File: config.mk
export PLATFORM = sky130hd
export DESIGN_NAME = frp_device_flat
export DESIGN_NICKNAME = d
export VERILOG_FILES = /design/src/frp_pkg.sv /design/src/frp_link_if.sv /design/src/frp_device.sv /design/src/flat_wrapper.sv
export SDC_FILE = /design/constraint.sdc
export NUM_CORES = 1
export LEC_CHECK = 0
export BUFFER_PORTS_ARGS = -buffer_cell sky130_fd_sc_hd__buf_2
export CORE_MARGIN = 4
export CORE_UTILIZATION = 45
export DETAILED_ROUTE_END_ITERATION = 7
export PLACE_DENSITY = 0.69
export SLEW_MARGIN = 5
export SYNTH_ARGS = -nofsm -noshare
export SYNTH_HDL_FRONTEND = slang
export SYNTH_SLANG_ARGS = --single-unit
File: constraint.sdc
create_clock -name core_clk -period 2.6 [get_ports core_clk]
set_input_delay 0.39 -clock core_clk [delete_from_list [all_inputs] [get_ports core_clk]]
set_output_delay 0.39 -clock core_clk [all_outputs]
set_load 0.005 [all_outputs]
File: src/frp_pkg.sv
/*
 * frp_pkg: shared constants, opcodes, register layouts and decode functions
 * for the flash function / read-parameter register block and its host.
 * Assumes both ends run on a 100 MHz core_clk with a synchronous reset.
 */
// Contract
// - OTP function bits never return to zero; here srst clears funcReg to FN_RESET, OTP bits included
// - bit1 selects top or bottom protect area
// - bit2 flags program suspended until resume
// - bit3 flags erase suspended until resume
// - bits4-7 lock info rows, refuse programming
// - read params: drive, dummy, wrap, burst; default E0
// - set-read-params C0h loads all eight bits
// - burst field selects 8/16/32/64 bytes
// - wrap off: whole array; on: aligned burst
// - SPI fast/dual/quad output reads: 8; 03h none
// - EBh and QUAD_COMMAND_MODE 0Bh: 6,4,8,10 dummy
// - EDh and QUAD_COMMAND_MODE 0Dh: 3,2,4,5 dummy
// - BBh 4,4,8,8; BDh 2,2,4,4; SPI 0Dh 4
// - dummy counts include the mode-bit cycles
// - unique-ID, param-table, info-row reads as fast read
// - host avoids contention during dummy cycles
// - drive strength code decode, 000/100 reserved
// - bit0 reserved read-only; function resets zero
// - write-function ignored without write-enable latch
// - protect field counts 64KB blocks from top/bottom
`default_nettype none
package frp_pkg;
    // ------------------------------------------------------------------
    // opcodes
    // ------------------------------------------------------------------
    localparam logic [7:0] OP_NORMAL_READ        = 8'h03;
    localparam logic [7:0] OP_FAST_READ          = 8'h0B;
    localparam logic [7:0] OP_FAST_READ_DTR      = 8'h0D;
    localparam logic [7:0] OP_DUAL_OUT_READ      = 8'h3B;
    localparam logic [7:0] OP_QUAD_OUT_READ      = 8'h6B;
    localparam logic [7:0] OP_DUAL_IO_READ       = 8'hBB;
    localparam logic [7:0] OP_DUAL_IO_DTR_READ   = 8'hBD;
    localparam logic [7:0] OP_QUAD_IO_READ       = 8'hEB;
    localparam logic [7:0] OP_QUAD_IO_DTR_READ   = 8'hED;
    localparam logic [7:0] READ_UNIQUE_ID_CMD    = 8'h4B;
    localparam logic [7:0] READ_PARAM_TABLE_CMD  = 8'h5A;
    localparam logic [7:0] READ_INFO_ROW_CMD     = 8'h68;
    localparam logic [7:0] WRITE_ENABLE_CMD      = 8'h06;
    localparam logic [7:0] WRITE_DISABLE_CMD     = 8'h04;
    localparam logic [7:0] READ_FUNCTION_CMD     = 8'h48;
    localparam logic [7:0] WRITE_FUNCTION_CMD    = 8'h42;
    localparam logic [7:0] SET_READ_PARAMS_CMD   = 8'hC0;
    localparam logic [7:0] READ_READ_PARAMS_CMD  = 8'h61;
    localparam logic [7:0] SUSPEND_CMD           = 8'h75;
    localparam logic [7:0] RESUME_CMD            = 8'h7A;

    // ------------------------------------------------------------------
    // register layout
    // ------------------------------------------------------------------
    localparam int         FN_AREA_SEL_BIT   = 1;
    localparam int         FN_PROG_SUSP_BIT  = 2;
    localparam int         FN_ERASE_SUSP_BIT = 3;
    localparam int         FN_LOCK_LSB       = 4;
    localparam logic [7:0] FN_OTP_MASK       = 8'hF2;
    localparam logic [7:0] FN_RESET          = 8'h00;
    localparam logic [7:0] RP_RESET          = 8'hE0;
    localparam int         RP_DRIVE_LSB      = 5;
    localparam int         RP_DUMMY_LSB      = 3;
    localparam int         RP_WRAP_BIT       = 2;
    localparam int         ARRAY_ADDR_BITS   = 23;
    localparam int         BLOCK_COUNT       = 128;

    // ------------------------------------------------------------------
    // link timing and host registers
    // ------------------------------------------------------------------
    localparam int         CLK_PERIOD_NS   = 10;
    localparam int         SCK_PERIOD_NS   = 80;
    localparam int         SCK_HALF_CYCLES = SCK_PERIOD_NS / (2 * CLK_PERIOD_NS);
    localparam logic [7:0] HOST_CMD_ADDR   = 8'h00;
    localparam logic [7:0] HOST_STAT_ADDR  = 8'h04;
    localparam logic [7:0] HOST_DUMMY_ADDR = 8'h08;

    // dummy cycles for a read opcode, mode-bit cycles included
    function automatic logic [3:0] dummy_cycles(input logic [7:0] op,
                                                input logic       quad,
                                                input logic [1:0] sel);
        logic [3:0] qtab;
        logic [3:0] dtab;
        qtab = (sel == 2'd0) ? 4'd6 : (sel == 2'd1) ? 4'd4 : (sel == 2'd2) ? 4'd8 : 4'd10;
        dtab = (sel == 2'd0) ? 4'd3 : (sel == 2'd1) ? 4'd2 : (sel == 2'd2) ? 4'd4 : 4'd5;
        case (op)
            OP_FAST_READ, READ_UNIQUE_ID_CMD, READ_PARAM_TABLE_CMD,
            READ_INFO_ROW_CMD:   dummy_cycles = quad ? qtab : 4'd8;
            OP_DUAL_OUT_READ,
            OP_QUAD_OUT_READ:    dummy_cycles = 4'd8;
            OP_QUAD_IO_READ:     dummy_cycles = qtab;
            OP_QUAD_IO_DTR_READ: dummy_cycles = dtab;
            OP_FAST_READ_DTR:    dummy_cycles = quad ? dtab : 4'd4;
            OP_DUAL_IO_READ:     dummy_cycles = sel[1] ? 4'd8 : 4'd4;
            OP_DUAL_IO_DTR_READ: dummy_cycles = sel[1] ? 4'd4 : 4'd2;
            default:             dummy_cycles = 4'd0;
        endcase
    endfunction

    // command carries one data byte from host to device
    function automatic logic has_write_byte(input logic [7:0] op);
        has_write_byte = (op == WRITE_FUNCTION_CMD) || (op == SET_READ_PARAMS_CMD);
    endfunction

    // command returns one byte from device to host
    function automatic logic has_read_byte(input logic [7:0] op);
        has_read_byte = (op == READ_FUNCTION_CMD) || (op == READ_READ_PARAMS_CMD);
    endfunction
endpackage
`default_nettype wire

File: src/frp_link_if.sv
/*
 * frp_link_if: four-wire serial link between host controller and device.
 * Assumes the host drives clock, select and data-in; the device alone
 * drives the data-out line, which idles high when nobody drives it.
 */
`default_nettype none
interface frp_link_if;
    logic sck;
    logic csN;
    logic mosi;
    logic misoOut;
    logic misoOe;
    logic miso;

    // pull-up model: an undriven line reads high
    assign miso = misoOe ? misoOut : 1'b1;

    modport device (input sck, input csN, input mosi, output misoOut, output misoOe);
    modport host   (output sck, output csN, output mosi, input miso);
endinterface
`default_nettype wire

File: src/frp_device.sv
/*
 * frp_device: function register and read-parameter register of a serial
 * flash, with their command decoder on the serial link and the decodes
 * that the array logic needs (dummy cycles, wrap, protection, row locks).
 * Assumes link pins are asynchronous to core_clk and the serial clock is
 * at most a quarter of core_clk so that every edge is seen.
 */
// The register offsets and the APB interface to the registers are this design's own decisions.
`default_nettype none
module frp_device (
    input  wire logic        core_clk,
    input  wire logic        srst,
    frp_link_if.device       link,
    input  wire logic        programBusy,
    input  wire logic        eraseBusy,
    input  wire logic        quadCommandMode,
    input  wire logic [7:0]  queryOpcode,
    input  wire logic [23:0] readAddr,
    input  wire logic [3:0]  blockProtectField,
    input  wire logic [6:0]  blockIndex,
    input  wire logic [1:0]  infoRowSel,
    output logic             protectAreaSelect,
    output logic [3:0]       infoRowLock,
    output logic             programSuspendedFlag,
    output logic             eraseSuspendedFlag,
    output logic [7:0]       readParams,
    output logic [3:0]       dummyCount,
    output logic [23:0]      wrapNextAddr,
    output logic             wrapEnable,
    output logic [6:0]       burstBytes,
    output logic [10:0]      driveStrengthTenths,
    output logic             blockProtected,
    output logic             infoRowProgAllowed
);
    // ------------------------------------------------------------------
    // state
    // ------------------------------------------------------------------
    typedef struct packed {
        logic [2:0]  sckSync;
        logic [1:0]  csSync;
        logic [1:0]  mosiSync;
        logic [7:0]  funcReg;
        logic [7:0]  readParams;
        logic        writeEnableLatch;
        logic [4:0]  bitCnt;
        logic [7:0]  opcode;
        logic [7:0]  inShift;
        logic [7:0]  outShift;
        logic        misoOut;
        logic        misoOe;
        logic [3:0]  dummyCount;
        logic [23:0] wrapNextAddr;
        logic [6:0]  burstBytes;
        logic [10:0] driveTenths;
        logic        blockProtected;
        logic        infoRowProgAllowed;
    } frp_dev_state_type;

    frp_dev_state_type st;
    frp_dev_state_type next_st;

    // drive strength in tenths of a percent, reserved codes read as zero
    function automatic logic [10:0] drive_tenths(input logic [2:0] code);
        case (code)
            3'b001:  drive_tenths = 11'd125;
            3'b010:  drive_tenths = 11'd250;
            3'b011:  drive_tenths = 11'd375;
            3'b101:  drive_tenths = 11'd750;
            3'b110:  drive_tenths = 11'd1000;
            3'b111:  drive_tenths = 11'd500;
            default: drive_tenths = 11'd0;
        endcase
    endfunction

    logic        sckRise;
    logic        sckFall;
    logic        csActive;
    logic [7:0]  shiftIn;
    logic [6:0]  burst;
    logic [23:0] mask;
    logic [23:0] incAddr;
    logic [7:0]  protCount;
    logic [3:0]  fieldMinus;

    // ------------------------------------------------------------------
    // next state
    // ------------------------------------------------------------------
    always_comb begin
        next_st = st;
        // second and third stages feed edge logic; first stage feeds only the second
        next_st.sckSync  = {st.sckSync[1:0], link.sck};
        next_st.csSync   = {st.csSync[0], link.csN};
        next_st.mosiSync = {st.mosiSync[0], link.mosi};
        sckRise  = st.sckSync[1] & ~st.sckSync[2];
        sckFall  = ~st.sckSync[1] & st.sckSync[2];
        csActive = ~st.csSync[1];
        shiftIn  = {st.inShift[6:0], st.mosiSync[1]};

        if (!csActive) begin
            next_st.bitCnt = 5'd0;
            next_st.misoOe = 1'b0;
            next_st.misoOut = 1'b1;
        end else if (sckRise && st.bitCnt < 5'd16) begin
            next_st.inShift = shiftIn;
            next_st.bitCnt  = st.bitCnt + 5'd1;
            if (st.bitCnt == 5'd7) begin
                next_st.opcode = shiftIn;
                case (shiftIn)
                    frp_pkg::WRITE_ENABLE_CMD:  next_st.writeEnableLatch = 1'b1;
                    frp_pkg::WRITE_DISABLE_CMD: next_st.writeEnableLatch = 1'b0;
                    frp_pkg::SUSPEND_CMD: begin
                        if (programBusy)
                            next_st.funcReg[frp_pkg::FN_PROG_SUSP_BIT] = 1'b1;
                        else if (eraseBusy)
                            next_st.funcReg[frp_pkg::FN_ERASE_SUSP_BIT] = 1'b1;
                    end
                    frp_pkg::RESUME_CMD: begin
                        // a pending program resumes before an erase underneath it
                        if (st.funcReg[frp_pkg::FN_PROG_SUSP_BIT])
                            next_st.funcReg[frp_pkg::FN_PROG_SUSP_BIT] = 1'b0;
                        else
                            next_st.funcReg[frp_pkg::FN_ERASE_SUSP_BIT] = 1'b0;
                    end
                    frp_pkg::READ_FUNCTION_CMD:    next_st.outShift = st.funcReg;
                    frp_pkg::READ_READ_PARAMS_CMD: next_st.outShift = st.readParams;
                    default: ;
                endcase
            end else if (st.bitCnt == 5'd15) begin
                if (st.opcode == frp_pkg::SET_READ_PARAMS_CMD)
                    next_st.readParams = shiftIn;
                else if (st.opcode == frp_pkg::WRITE_FUNCTION_CMD
                         && st.writeEnableLatch) begin
                    // OTP bits only accumulate ones; bits 0, 2, 3 not writable
                    next_st.funcReg = st.funcReg | (shiftIn & frp_pkg::FN_OTP_MASK);
                    next_st.writeEnableLatch = 1'b0;
                end
            end
        end else if (sckFall && st.bitCnt >= 5'd8
                     && frp_pkg::has_read_byte(st.opcode)) begin
            // output changes on the falling edge so the host samples a stable bit
            next_st.misoOe   = 1'b1;
            next_st.misoOut  = st.outShift[7];
            next_st.outShift = {st.outShift[6:0], 1'b0};
        end

        // decodes toward the array logic
        next_st.dummyCount = frp_pkg::dummy_cycles(queryOpcode, quadCommandMode,
            st.readParams[frp_pkg::RP_DUMMY_LSB +: 2]);
        burst = 7'd8 << st.readParams[1:0];
        next_st.burstBytes = burst;
        mask    = {17'd0, burst - 7'd1};
        incAddr = readAddr + 24'd1;
        if (st.readParams[frp_pkg::RP_WRAP_BIT])
            next_st.wrapNextAddr = (readAddr & ~mask) | (incAddr & mask);
        else
            next_st.wrapNextAddr = {1'b0, incAddr[frp_pkg::ARRAY_ADDR_BITS-1:0]};
        next_st.driveTenths = drive_tenths(st.readParams[frp_pkg::RP_DRIVE_LSB +: 3]);

        fieldMinus = blockProtectField - 4'd1;
        if (blockProtectField == 4'd0)
            protCount = 8'd0;
        else if (blockProtectField[3])
            protCount = 8'd128;
        else
            protCount = 8'd1 << fieldMinus[2:0];
        if (st.funcReg[frp_pkg::FN_AREA_SEL_BIT])
            next_st.blockProtected = {1'b0, blockIndex} < protCount;
        else
            next_st.blockProtected = ({1'b0, blockIndex} + protCount) >= 8'd128;
        if (protCount == 8'd0)
            next_st.blockProtected = 1'b0;
        next_st.infoRowProgAllowed =
            ~st.funcReg[frp_pkg::FN_LOCK_LSB + 32'(infoRowSel)];

        if (srst) begin
            next_st = '0;
            next_st.sckSync    = 3'b000;
            next_st.csSync     = 2'b11;
            next_st.mosiSync   = 2'b00;
            next_st.funcReg    = frp_pkg::FN_RESET;
            next_st.readParams = frp_pkg::RP_RESET;
            next_st.misoOut    = 1'b1;
        end
    end

    always_ff @(posedge core_clk) begin
        st <= next_st;
    end

    // ------------------------------------------------------------------
    // outputs
    // ------------------------------------------------------------------
    assign link.misoOut           = st.misoOut;
    assign link.misoOe            = st.misoOe;
    assign protectAreaSelect      = st.funcReg[frp_pkg::FN_AREA_SEL_BIT];
    assign infoRowLock            = st.funcReg[frp_pkg::FN_LOCK_LSB +: 4];
    assign programSuspendedFlag   = st.funcReg[frp_pkg::FN_PROG_SUSP_BIT];
    assign eraseSuspendedFlag     = st.funcReg[frp_pkg::FN_ERASE_SUSP_BIT];
    assign readParams             = st.readParams;
    assign dummyCount             = st.dummyCount;
    assign wrapNextAddr           = st.wrapNextAddr;
    assign wrapEnable             = st.readParams[frp_pkg::RP_WRAP_BIT];
    assign burstBytes             = st.burstBytes;
    assign driveStrengthTenths    = st.driveTenths;
    assign blockProtected         = st.blockProtected;
    assign infoRowProgAllowed     = st.infoRowProgAllowed;
endmodule
`default_nettype wire

File: src/flat_wrapper.sv
// flat-port wrapper written by rule: the top's interface ports become plain ports
module frp_device_flat 
  (core_clk, srst, programBusy, eraseBusy, quadCommandMode, queryOpcode, readAddr, blockProtectField, blockIndex, infoRowSel, protectAreaSelect, infoRowLock, programSuspendedFlag, eraseSuspendedFlag, readParams, dummyCount, wrapNextAddr, wrapEnable, burstBytes, driveStrengthTenths, blockProtected, infoRowProgAllowed, link_sck, link_csN, link_mosi, link_misoOut, link_misoOe);
  frp_link_if link_i ();
  input  wire logic core_clk;
  input  wire logic srst;
  input  wire logic programBusy;
  input  wire logic eraseBusy;
  input  wire logic quadCommandMode;
  input  wire logic [7:0] queryOpcode;
  input  wire logic [23:0] readAddr;
  input  wire logic [3:0] blockProtectField;
  input  wire logic [6:0] blockIndex;
  input  wire logic [1:0] infoRowSel;
  output logic protectAreaSelect;
  output logic [3:0] infoRowLock;
  output logic programSuspendedFlag;
  output logic eraseSuspendedFlag;
  output logic [7:0] readParams;
  output logic [3:0] dummyCount;
  output logic [23:0] wrapNextAddr;
  output logic wrapEnable;
  output logic [6:0] burstBytes;
  output logic [10:0] driveStrengthTenths;
  output logic blockProtected;
  output logic infoRowProgAllowed;
  input wire logic [$bits(link_i.sck)-1:0] link_sck;
  input wire logic [$bits(link_i.csN)-1:0] link_csN;
  input wire logic [$bits(link_i.mosi)-1:0] link_mosi;
  output wire logic [$bits(link_i.misoOut)-1:0] link_misoOut;
  output wire logic [$bits(link_i.misoOe)-1:0] link_misoOe;
  assign link_i.sck = link_sck;
  assign link_i.csN = link_csN;
  assign link_i.mosi = link_mosi;
  assign link_misoOut = link_i.misoOut;
  assign link_misoOe = link_i.misoOe;
  frp_device u_core (.core_clk(core_clk), .srst(srst), .link(link_i), .programBusy(programBusy), .eraseBusy(eraseBusy), .quadCommandMode(quadCommandMode), .queryOpcode(queryOpcode), .readAddr(readAddr), .blockProtectField(blockProtectField), .blockIndex(blockIndex), .infoRowSel(infoRowSel), .protectAreaSelect(protectAreaSelect), .infoRowLock(infoRowLock), .programSuspendedFlag(programSuspendedFlag), .eraseSuspendedFlag(eraseSuspendedFlag), .readParams(readParams), .dummyCount(dummyCount), .wrapNextAddr(wrapNextAddr), .wrapEnable(wrapEnable), .burstBytes(burstBytes), .driveStrengthTenths(driveStrengthTenths), .blockProtected(blockProtected), .infoRowProgAllowed(infoRowProgAllowed));
endmodule
==> results.yml, run 1 <==
run_status:
  status: "completed"
route:
  antenna_left: 0
  wl_per_cell_um: 14.6
  via_per_inst: 5.42
  drc: 0
  dr.pass1.iters: 5
  drt_iter0_markers: 234
  vias: 4287
  wl_mm: 11.5
worst_setup_path:
  crit_type: "reg -> reg"
  cpMaxStageDelayCell: "or4b_1"
  ff2ff_setup_slack_ns: 0.18
  endpoint_kind: "register"
  crit_start: "u_core.st[74]"
  max_stage_delay_ns: 0.46
  path_cells: "ha_1 > and3_1 > ha_1 > or4b_1 > or3_4 > nor3_4 > buf_12 > mux2i_1 > nor2_1"
  startpoint_type: "register"
  r2r-end: "u_core.readParams[4]"
  cp_common_cell: "ha_1"
  path_buf_inv: 1
  crit_end: "u_core.readParams[4]"
  cp.depth: 9
  cp.required_ns: 2.82
  rr_worst_depth: 9
  crit_family: "simple AND/OR/NAND/NOR gates"
  r2r-start: "u_core.st[74]"
  crit_arrival_ns: 2.64
  crit_fanout: 7
sta:
  setup_tns_ns: 0
  worst_clock_skew_ns: 0.0113
  relSlewSlack: 0.585
  drv_slew: 0
  worst_slew_pin_slew_ns: 0.616
  rsz0062_at_grt: "false"
  setup_viol: 0
  fin_crit_ns: 2.42
  hold_violations: 0
  finalCritPeriodShare: 0.931
  fmax_ghz: 0.413
layout:
  fin_nets: 721
  syn2layout_area_growth_pct: 11.7
  num_antenna_cells: 0
  n_fill_cell: 1036
  drive_gt1_frac: 0.235
  final_cell_area_um2: 5660
placement:
  dpl.hpwl_mm: 8.69
  port_buffers: 114
  placedInstanceArea_um2: 5350
  gp_congestion: 0.874
run:
  cap_violations: 0
global_route:
  grt_pass1_wl_mm: 18.9
  grt_max_degree: 61
  antenna_found_initial: 0
  grt_pass1_vias: 3999
  gr-usage-all-layers: 0.175
  grt_overflow: 0
synth:
  synth_cell_types: 74
  synth_most_common_cell: "dfxtp_1"
  yosys_most_used_dff: "dfxtp_1"
  yosysTopAreaCellShare: 0.379
  synth_area_um2: 5070
  postSynthAreaPerCell_um2: 8.57
  yosysTopAreaCell: "dfxtp_1"
  yosys-top-cells-count: "dfxtp_1 (96), nand2_1 (59), buf_4 (58)"
  synth_edf_count: 0
  yosys-top-cells-area: "dfxtp_1 (38%), buf_4 (8.6%), ha_1 (5.4%), a21oi_1 (4.4%), nand2_1 (4.4%)"
  synth_seq_cells: 96
  yosys_warnings: 0
  syn_inst: 592
  async_flop_share: 0
  ys_seq_area_frac: 0.379
cts:
  insertion_delay_ns: 0.34
  clockRootBuffer: "clkbuf_16"
  cts_buffers: 9
  ctsHoldBuffers: 0
  htree_levels: 3
  clk_pin_slew_worst_paths_ns: 0.07
  cts_max_path_buffers: 2
  cts_tree: "built"
  cts_sinks: 96
  post_cts_resized: 0
  post_cts.repair.setup_buffers: 0
floorplanning:
  num_io_pins: 119
  initial_utilization: 0.464
  dieArea_um2: 13000
  dieHeight_um: 114
  floorplan.die.width_um: 114
  core_um2: 10900
  rows: 38
power_and_ir_drop:
  leakagePower_uw: 0.00233
  peakVddDrop_v: 0.000309
  powerDensity_nw_per_um2: 538
worst_hold_path:
  min_path_type: "in -> reg"
## flip-flops by register name (all words and copies together) (netlist names), 4 cells and up
name                        count
u_core.shiftIn                  8
u_core.infoRowLock              4
u_core.burstBytes               4
u_core.readParams               8
u_core.wrapNextAddr            24
u_core.driveStrengthTenths      9
u_core.dummyCount               4
u_core.st                      28
## how the worst min path moves through the flow
stage                             start       endpoint  cells past startpoint
after floorplan           u_core.st[98]  u_core.st[99]                      1
after global placement    u_core.st[98]  u_core.st[99]                      1
after detailed placement  u_core.st[98]  u_core.st[99]                      1
after CTS                      link_csN  u_core.st[98]                      2
after global routing           link_csN  u_core.st[98]                      2
final                          link_csN  u_core.st[98]                      2
## per-layer routing
metal  vias up  wire [um]  GRT usage
li1       2114          -          -
met1      1998       5130      0.228
met2       155       5440      0.288
met3        20        765     0.0433
met4         0        197     0.0507
met5         -          0          0
## metrics by stage
| step | hold WS, ns | worst slack [ns] | utilization | total power (uW) | std cells |
|---|---|---|---|---|---|
| 6_report | 0.231 | 0.180 | 0.518 | 3050 | 791 |
| 5_1_grt | 0.215 | 0.0310 | 0.518 | 3160 | 791 |
| 4_1_cts | 0.218 | 0.0153 | 0.516 | 3080 | 790 |
| 3_5_place_dp | 0.398 | 0.0432 | 0.489 | 1780 | 774 |
| 3_3_place_gp | 0.390 | 0.159 | 0.489 | 1780 | 774 |
| 2_1_floorplan | 0.389 | 0.292 | - | 1700 | 595 |
## cell usage in the layout, fill, tap and decap left out, types with 12 or more instances in the layout
cell	n
nor2b_1	12
nor3_1	20
buf_2	114
o21ai_0	16
inv_1	25
dfxtp_1	96
a21oi_1	45
nor2_1	42
nand2_1	59
ha_1	22
xnor2_1	13
## final cells by class
type,count,area [um2],share of cell area
Tap cell,140,175,0.0309
Clock inverter,6,57.6,0.0102
Multi-Input combinational cell,393,2530,0.446
Inverter,25,93.8,0.0166
Clock buffer,10,239,0.0422
Timing Repair Buffer,121,648,0.114
Sequential cell,96,1920,0.339
## kinds of logic after synthesis
| group | Yosys count | synth area share |
|---|---|---|
| fa+ha+maj | 22 | 0.0543 |
| simple gates | 220 | 0.235 |
| flops | 96 | 0.379 |
| buf+inv | 106 | 0.125 |
| compound gates | 120 | 0.153 |
| xor+xnor | 18 | 0.0311 |
| mux | 9 | 0.0215 |
| other cells | 1 | 0.000739 |
## worst register-to-register path: stages, from the launching register on
cell and delay (ns):
dfxtp_1 0.37, ha_1 0.21, and3_1 0.19, ha_1 0.14, or4b_1 0.46, or3_4 0.37
nor3_4 0.16, buf_12 0.15, mux2i_1 0.19, nor2_1 0.06
## power by group
group,switching [uW],internal [uW],leakage [uW]
sequential,10.9,1500,0.000784
combinational,133,104,0.00140
clock,600,699,0.000147
total,744,2300,0.00233
(Power assumes the default switching activity.)
==> inputs of run 2 (changes only) <==
- CORE_ASPECT_RATIO: default -> 0.7
- HOLD_SLACK_MARGIN: default -> 0.12
==> run 2 against run 1 <==
  * Register-to-register slack better by 0.02 ns
  * Global-route usage is 0.12 points lower
  * Critical path type unchanged
  * Largest power group unchanged
  * Fmax is 0.78% higher
  * Power is 1.6% lower
==> results.yml, run 2 (synthesized netlist as in run 1, its figures left out) <==
worst_setup_path:
  cpMaxStageDelayCell: "or4b_1"
  crit_family: "simple AND/OR/NAND/NOR gates"
  max_stage_delay_ns: 0.46
  path_buf_inv: 2
  path_cells: "ha_1 > and3_1 > ha_1 > or4b_1 > or3_4 > nor3_4 > buf_12 > buf_4 > o211ai_1"
  cp_common_cell: "ha_1"
  crit_arrival_ns: 2.59
  cp.required_ns: 2.79
  crit_type: "reg -> reg"
  crit_fanout: 6
  startpoint_type: "register"
  endpoint_kind: "register"
sta:
  fin_crit_ns: 2.40
  worst_slew_pin_slew_ns: 0.679
  fmax_ghz: 0.416
  drv_slew: 0
  hold_violations: 0
  relSlewSlack: 0.543
  setup_tns_ns: 0
  worst_clock_skew_ns: 0.00853
  rsz0062_at_grt: "false"
  setup_ws_ns: 0.198
  setup_viol: 0
  finalCritPeriodShare: 0.924
layout:
  utilization: 0.514
  multi_input_area_um2: 2530
  n_fill_cell: 1070
  mostFrequentLayoutCell: "buf_2"
  num_antenna_cells: 0
  register_area_um2: 1920
  fin_nets: 720
  layout_common_cells: "buf_2 (114), dfxtp_1 (96), nand2_1 (59)"
  drive_gt1_frac: 0.232
  largest-register: "u_core.st"
  syn2layout_area_growth_pct: 11.5
  largest_register_ffs: 28
placement:
  post-place-ws_ns: 0.0685
  port_buffers: 114
  gp_congestion: 0.851
  dpl.hpwl_mm: 8.93
cts:
  post_cts_resized: 0
  cts_sinks: 96
  post_cts.repair.setup_buffers: 0
  htree_levels: 3
  insertion_delay_ns: 0.34
  cts_tree: "built"
  ctsHoldBuffers: 0
  cts_max_path_buffers: 2
  cts_buffers: 9
  clockRootBuffer: "clkbuf_16"
  clk_pin_slew_worst_paths_ns: 0.07
worst_hold_path:
  min_path_type: "in -> reg"
floorplanning:
  rows: 32
  dieArea_um2: 13100
  floorplan.die.width_um: 135
  num_io_pins: 119
  initial_utilization: 0.461
  core_um2: 11000
  dieHeight_um: 96.8
route:
  vias: 4282
  drc: 0
  wl_per_cell_um: 14.8
  dr.pass1.iters: 5
  drt_iter0_markers: 249
  antenna_left: 0
  wl_mm: 11.9
  via_per_inst: 5.33
run_status:
  status: "completed"
power_and_ir_drop:
  leakagePower_uw: 0.00230
  peakVddDrop_v: 0.000385
  internal-power_uw: 2270
  seqPwrFrac: 0.504
  p_sw_uw: 731
  clkPwrFrac: 0.416
  swShare: 0.244
  powerDensity_nw_per_um2: 530
  comb_power_share: 0.080
global_route:
  grt_pass1_vias: 3828
  gr-usage-all-layers: 0.174
  grt_overflow: 0
  grt_max_degree: 79
  antenna_found_initial: 0
  grt_pass1_wl_mm: 18.8
run:
  cap_violations: 0
[run 2: changes by cell type in the layout (fill, tap and decap cells not counted)]
cell | previous run | this run
clkinvlp_4 | 0 | 4
clkinv_4 | 2 | 0
inv_6 | 2 | 0
buf_4 | 5 | 4
clkbuf_1 | 0 | 1
clkbuf_8 | 1 | 0
[run 2: per-stage QoR]
step / power, uW / hold WS (ns) / cells / area (um2)
detailed placement: 1780 / 0.397 / 786 / 5360
finish: 3000 / 0.233 / 803 / 5660
global route: 3120 / 0.225 / 803 / 5660
floorplan: 1700 / 0.389 / 595 / 5080
global placement: 1780 / 0.392 / 786 / 5360
CTS: 3030 / 0.223 / 802 / 5640
[run 2: layer usage]
layer  vias to the layer above  global-route usage  part of all wire
met3                        16              0.0431             0.075
met4                         0              0.0383             0.011
met2                       144               0.269              0.44
met5                         -                   0                 0
met1                      2010               0.246              0.47
li1                       2112                   -                 -
[run 2: layout make-up]
| cell class | instances | area share |
|---|---|---|
| tap | 153 | 0.0338 |
| clock inverter | 6 | 0.00929 |
| multi-input combinational | 393 | 0.447 |
| inverter | 25 | 0.0166 |
| clock buffer | 10 | 0.0405 |
| timing repair buffer | 120 | 0.113 |
| sequential | 96 | 0.340 |
[run 2: path summary, 6_finish.rpt]
kind,slack [ns],start,cells past startpoint,endpoint
max,0.20,u_core.st[74],9,u_core.readParams[5]
min reg2reg,0.41,u_core.st[98],1,u_core.st[99]
max reg2reg,0.20,u_core.st[74],9,u_core.readParams[5]
min,0.23,link_csN,2,u_core.st[98]
[run 2: worst reg2reg max path: stages, from the launching register on]
cell and delay (ns):
dfxtp_1 0.38, ha_1 0.23, and3_1 0.17, ha_1 0.13
or4b_1 0.46, or3_4 0.37, nor3_4 0.16, buf_12 0.15
buf_4 0.13, o211ai_1 0.09
[run 2: power by group through the flow]
| stage | registers [uW] | clock network, uW | logic, uW |
|---|---|---|---|
| 6_report | 1510 | 1250 | 239 |
| 5_1_grt | 1520 | 1340 | 265 |
| 4_1_cts | 1510 | 1270 | 238 |
| 3_5_place_dp | 1550 | 0 | 237 |
| 3_3_place_gp | 1550 | 0 | 229 |
| 2_1_floorplan | 1540 | 0 | 161 |
==> inputs of run 3 (changes only) <==
- ABC_AREA: default -> 1
- PLACE_DENSITY: 0.69 -> 0.68
==> run 3 against run 2 <==
  * Synthesized area rose by 5.0%
  * Via count rose by 8.8%
  * Non-clock buffer count fell by 2
  * Sequential power barely moved
  * Clock skew fell by 0.00097 ns
  * Utilization rose by 1.3 points
  * Critical path type unchanged
  * Global-route usage rose by 0.65 points
  * Clock power rose by 17%
  * Synthesized cell count rose by 27%
  * Sequential cell count did not move
  * Fmax rose by 21%
  * Design area rose by 5.2%
==> results.yml, run 3 <==
run_status:
  status: "completed"
layout:
  multi_input_area_um2: 2520
  num_antenna_cells: 0
  syn2layout_area_growth_pct: 11.8
  fin_nets: 888
  drive_gt1_frac: 0.214
  largest_register_ffs: 28
  n_fill_cell: 1102
  layout_common_cells: "nand2_1 (137), buf_2 (114), nor2_1 (103)"
  mostFrequentLayoutCell: "nand2_1"
  register_area_um2: 1920
  largest-register: "u_core.st"
global_route:
  grt_pass1_vias: 4061
  gr-usage-all-layers: 0.180
  antenna_found_initial: 0
  grt_max_degree: 39
  grt_busiest_layer: "met1"
  grt_overflow: 0
  grt_use_met3: 0.0533
  met2_usage: 0.225
  use_met1: 0.296
  grt_pass1_wl_mm: 20.5
sta:
  hold_violations: 0
  setup_viol: 0
  worst_clock_skew_ns: 0.00756
  finalCritPeriodShare: 0.766
  fmax_ghz: 0.502
  worst_slew_pin_slew_ns: 0.663
  relSlewSlack: 0.554
  fin_crit_ns: 1.99
  drv_slew: 0
  setup_tns_ns: 0
  rsz0062_at_grt: "false"
synth:
  yosysTopAreaCell: "dfxtp_1"
  async_flop_share: 0
  yosys_warnings: 0
  yosys_most_used_dff: "dfxtp_1"
  ys_seq_area_frac: 0.361
  postSynthAreaPerCell_um2: 7.07
  yosysTopAreaCellShare: 0.361
  synthAdderAreaFrac: 0.0517
  synth_most_common_cell: "nand2_1"
  synth-xor-area-share: 0.0115
  synth_cell_types: 44
  synth_top_family_by_area: "simple AND/OR/NAND/NOR gates"
  synth-simple-area-share: 0.292
  synth_seq_cells: 96
  syn_inst: 753
  synth_compound_area_frac: 0.116
  yosys-top-cells-count: "nand2_1 (137), nor2_1 (103), dfxtp_1 (96)"
  yosys-top-cells-area: "dfxtp_1 (36%), nand2_1 (9.7%), buf_4 (8.5%), nor2_1 (7.3%), inv_1 (6.6%)"
  synth_area_um2: 5320
  synthMuxAreaShare: 0
  synth_edf_count: 0
worst_setup_path:
  crit_fanout: 16
  max_stage_delay_ns: 0.54
  endpoint_kind: "register"
  r2r-start: "u_core.st[74]"
  crit_type: "reg -> reg"
  crit_arrival_ns: 2.27
  ff2ff_setup_slack_ns: 0.61
  rr_worst_depth: 8
  cp_common_cell: "ha_1"
  path_cells: "ha_1 > nand2_1 > nor2_1 > ha_1 > nand2_2 > nor3_4 > o21ai_0 > a21oi_1"
  cp.required_ns: 2.88
  r2r-end: "u_core.readParams[3]"
  startpoint_type: "register"
  cpMaxStageDelayCell: "nor3_4"
route:
  drc: 0
  dr.pass1.iters: 5
  wl_mm: 12.4
  vias: 4660
  drt_iter0_markers: 381
  antenna_left: 0
  wl_per_cell_um: 12.8
  via_per_inst: 4.80
placement:
  dpl.hpwl_mm: 9.60
  port_buffers: 114
  gp_congestion: 0.899
worst_hold_path:
  holdCritStartpoint: "link_csN"
  hold_depth: 2
  holdPathEnd: "u_core.st[98]"
  min_path_type: "in -> reg"
cts:
  clk_pin_slew_worst_paths_ns: 0.07
  post_cts.repair.setup_buffers: 0
  insertion_delay_ns: 0.35
  ctsHoldBuffers: 0
  clockRootBuffer: "clkbuf_16"
  htree_levels: 3
  cts_sinks: 96
  cts_tree: "built"
  cts_buffers: 9
  post_cts_resized: 0
  cts_max_path_buffers: 2
floorplanning:
  initial_utilization: 0.472
  num_io_pins: 119
  dieHeight_um: 99.0
  floorplan.die.width_um: 138
  dieArea_um2: 13700
  rows: 32
  core_um2: 11300
power_and_ir_drop:
  powerDensity_nw_per_um2: 542
  finalPower_uw: 3230
  peakVddDrop_v: 0.000370
  leakagePower_uw: 0.00290
run:
  cap_violations: 0
run 3: changes by cell type after synthesis, sizes merged, moves of 12 or more:
| cell | previous run | this run |
|---|---|---|
| a21oi | 45 | 57 |
| inv | 25 | 102 |
| nand2 | 59 | 146 |
| nand3 | 11 | 33 |
| nor2 | 44 | 111 |
| nor2b | 12 | 0 |
| o21ai | 20 | 47 |
| xnor2 | 13 | 1 |
run 3: metal layers:
layer | share of wire | routed length, um
met1 | 0.54 | 6660
met2 | 0.37 | 4600
met3 | 0.084 | 1040
met4 | 0.0069 | 86
met5 | 0 | 0
run 3: per-stage QoR:
stage | instance area (um2) | util | worst slack, ns | hold WS [ns] | cells
floorplan | 5340 | - | 0.998 | 0.388 | 756
global placement | 5620 | 0.498 | 0.682 | 0.390 | 955
detailed placement | 5620 | 0.498 | 0.628 | 0.392 | 955
CTS | 5950 | 0.527 | 0.596 | 0.215 | 971
global route | 5950 | 0.527 | 0.258 | 0.224 | 971
finish | 5950 | 0.527 | 0.609 | 0.225 | 971
run 3: cell type report:
cell class / instances / share of cell area
multi-input cells: 486 / 0.424
repair buffers: 118 / 0.101
flip-flops and latches: 96 / 0.323
inverters: 102 / 0.0643
clock buffers: 10 / 0.0402
clock inverters: 6 / 0.0151
well taps: 153 / 0.0322
run 3: cell families after synthesis:
logic type,Yosys count
AO/OA/AOI/OAI,116
XOR/XNOR,7
adder cells (fa/ha/maj),22
buffers and inverters,174
flip-flops,96
other,1
AND/OR/NAND/NOR,337
run 3: how the worst max path moves through the flow:
stage          slack [ns]           from  depth (start not counted)              endpoint
5_1_grt              0.26  u_core.st[74]                          8  u_core.readParams[4]
6_report             0.61  u_core.st[74]                          8  u_core.readParams[3]
2_1_floorplan         1.0  u_core.st[74]                          8  u_core.readParams[7]
4_1_cts              0.60  u_core.st[74]                          8  u_core.readParams[3]
3_3_place_gp         0.68  u_core.st[74]                          8  u_core.readParams[4]
3_5_place_dp         0.63  u_core.st[74]                          8  u_core.readParams[3]
run 3: worst max-delay path: cells and delay by family (launching register included):
| kind | cells | cell delay, ns |
|---|---|---|
| adder cells (fa/ha/maj) | 2 | 0.42 |
| AO/OA/AOI/OAI | 2 | 0.31 |
| AND/OR/NAND/NOR | 4 | 0.80 |
| flip-flops | 1 | 0.37 |
run 3: power by group:
part / switching (uW) / internal (uW) / total, uW
logic: 152 / 98.3 / 251
registers: 12.2 / 1500 / 1520
clock network: 588 / 874 / 1460
total: 752 / 2480 / 3230
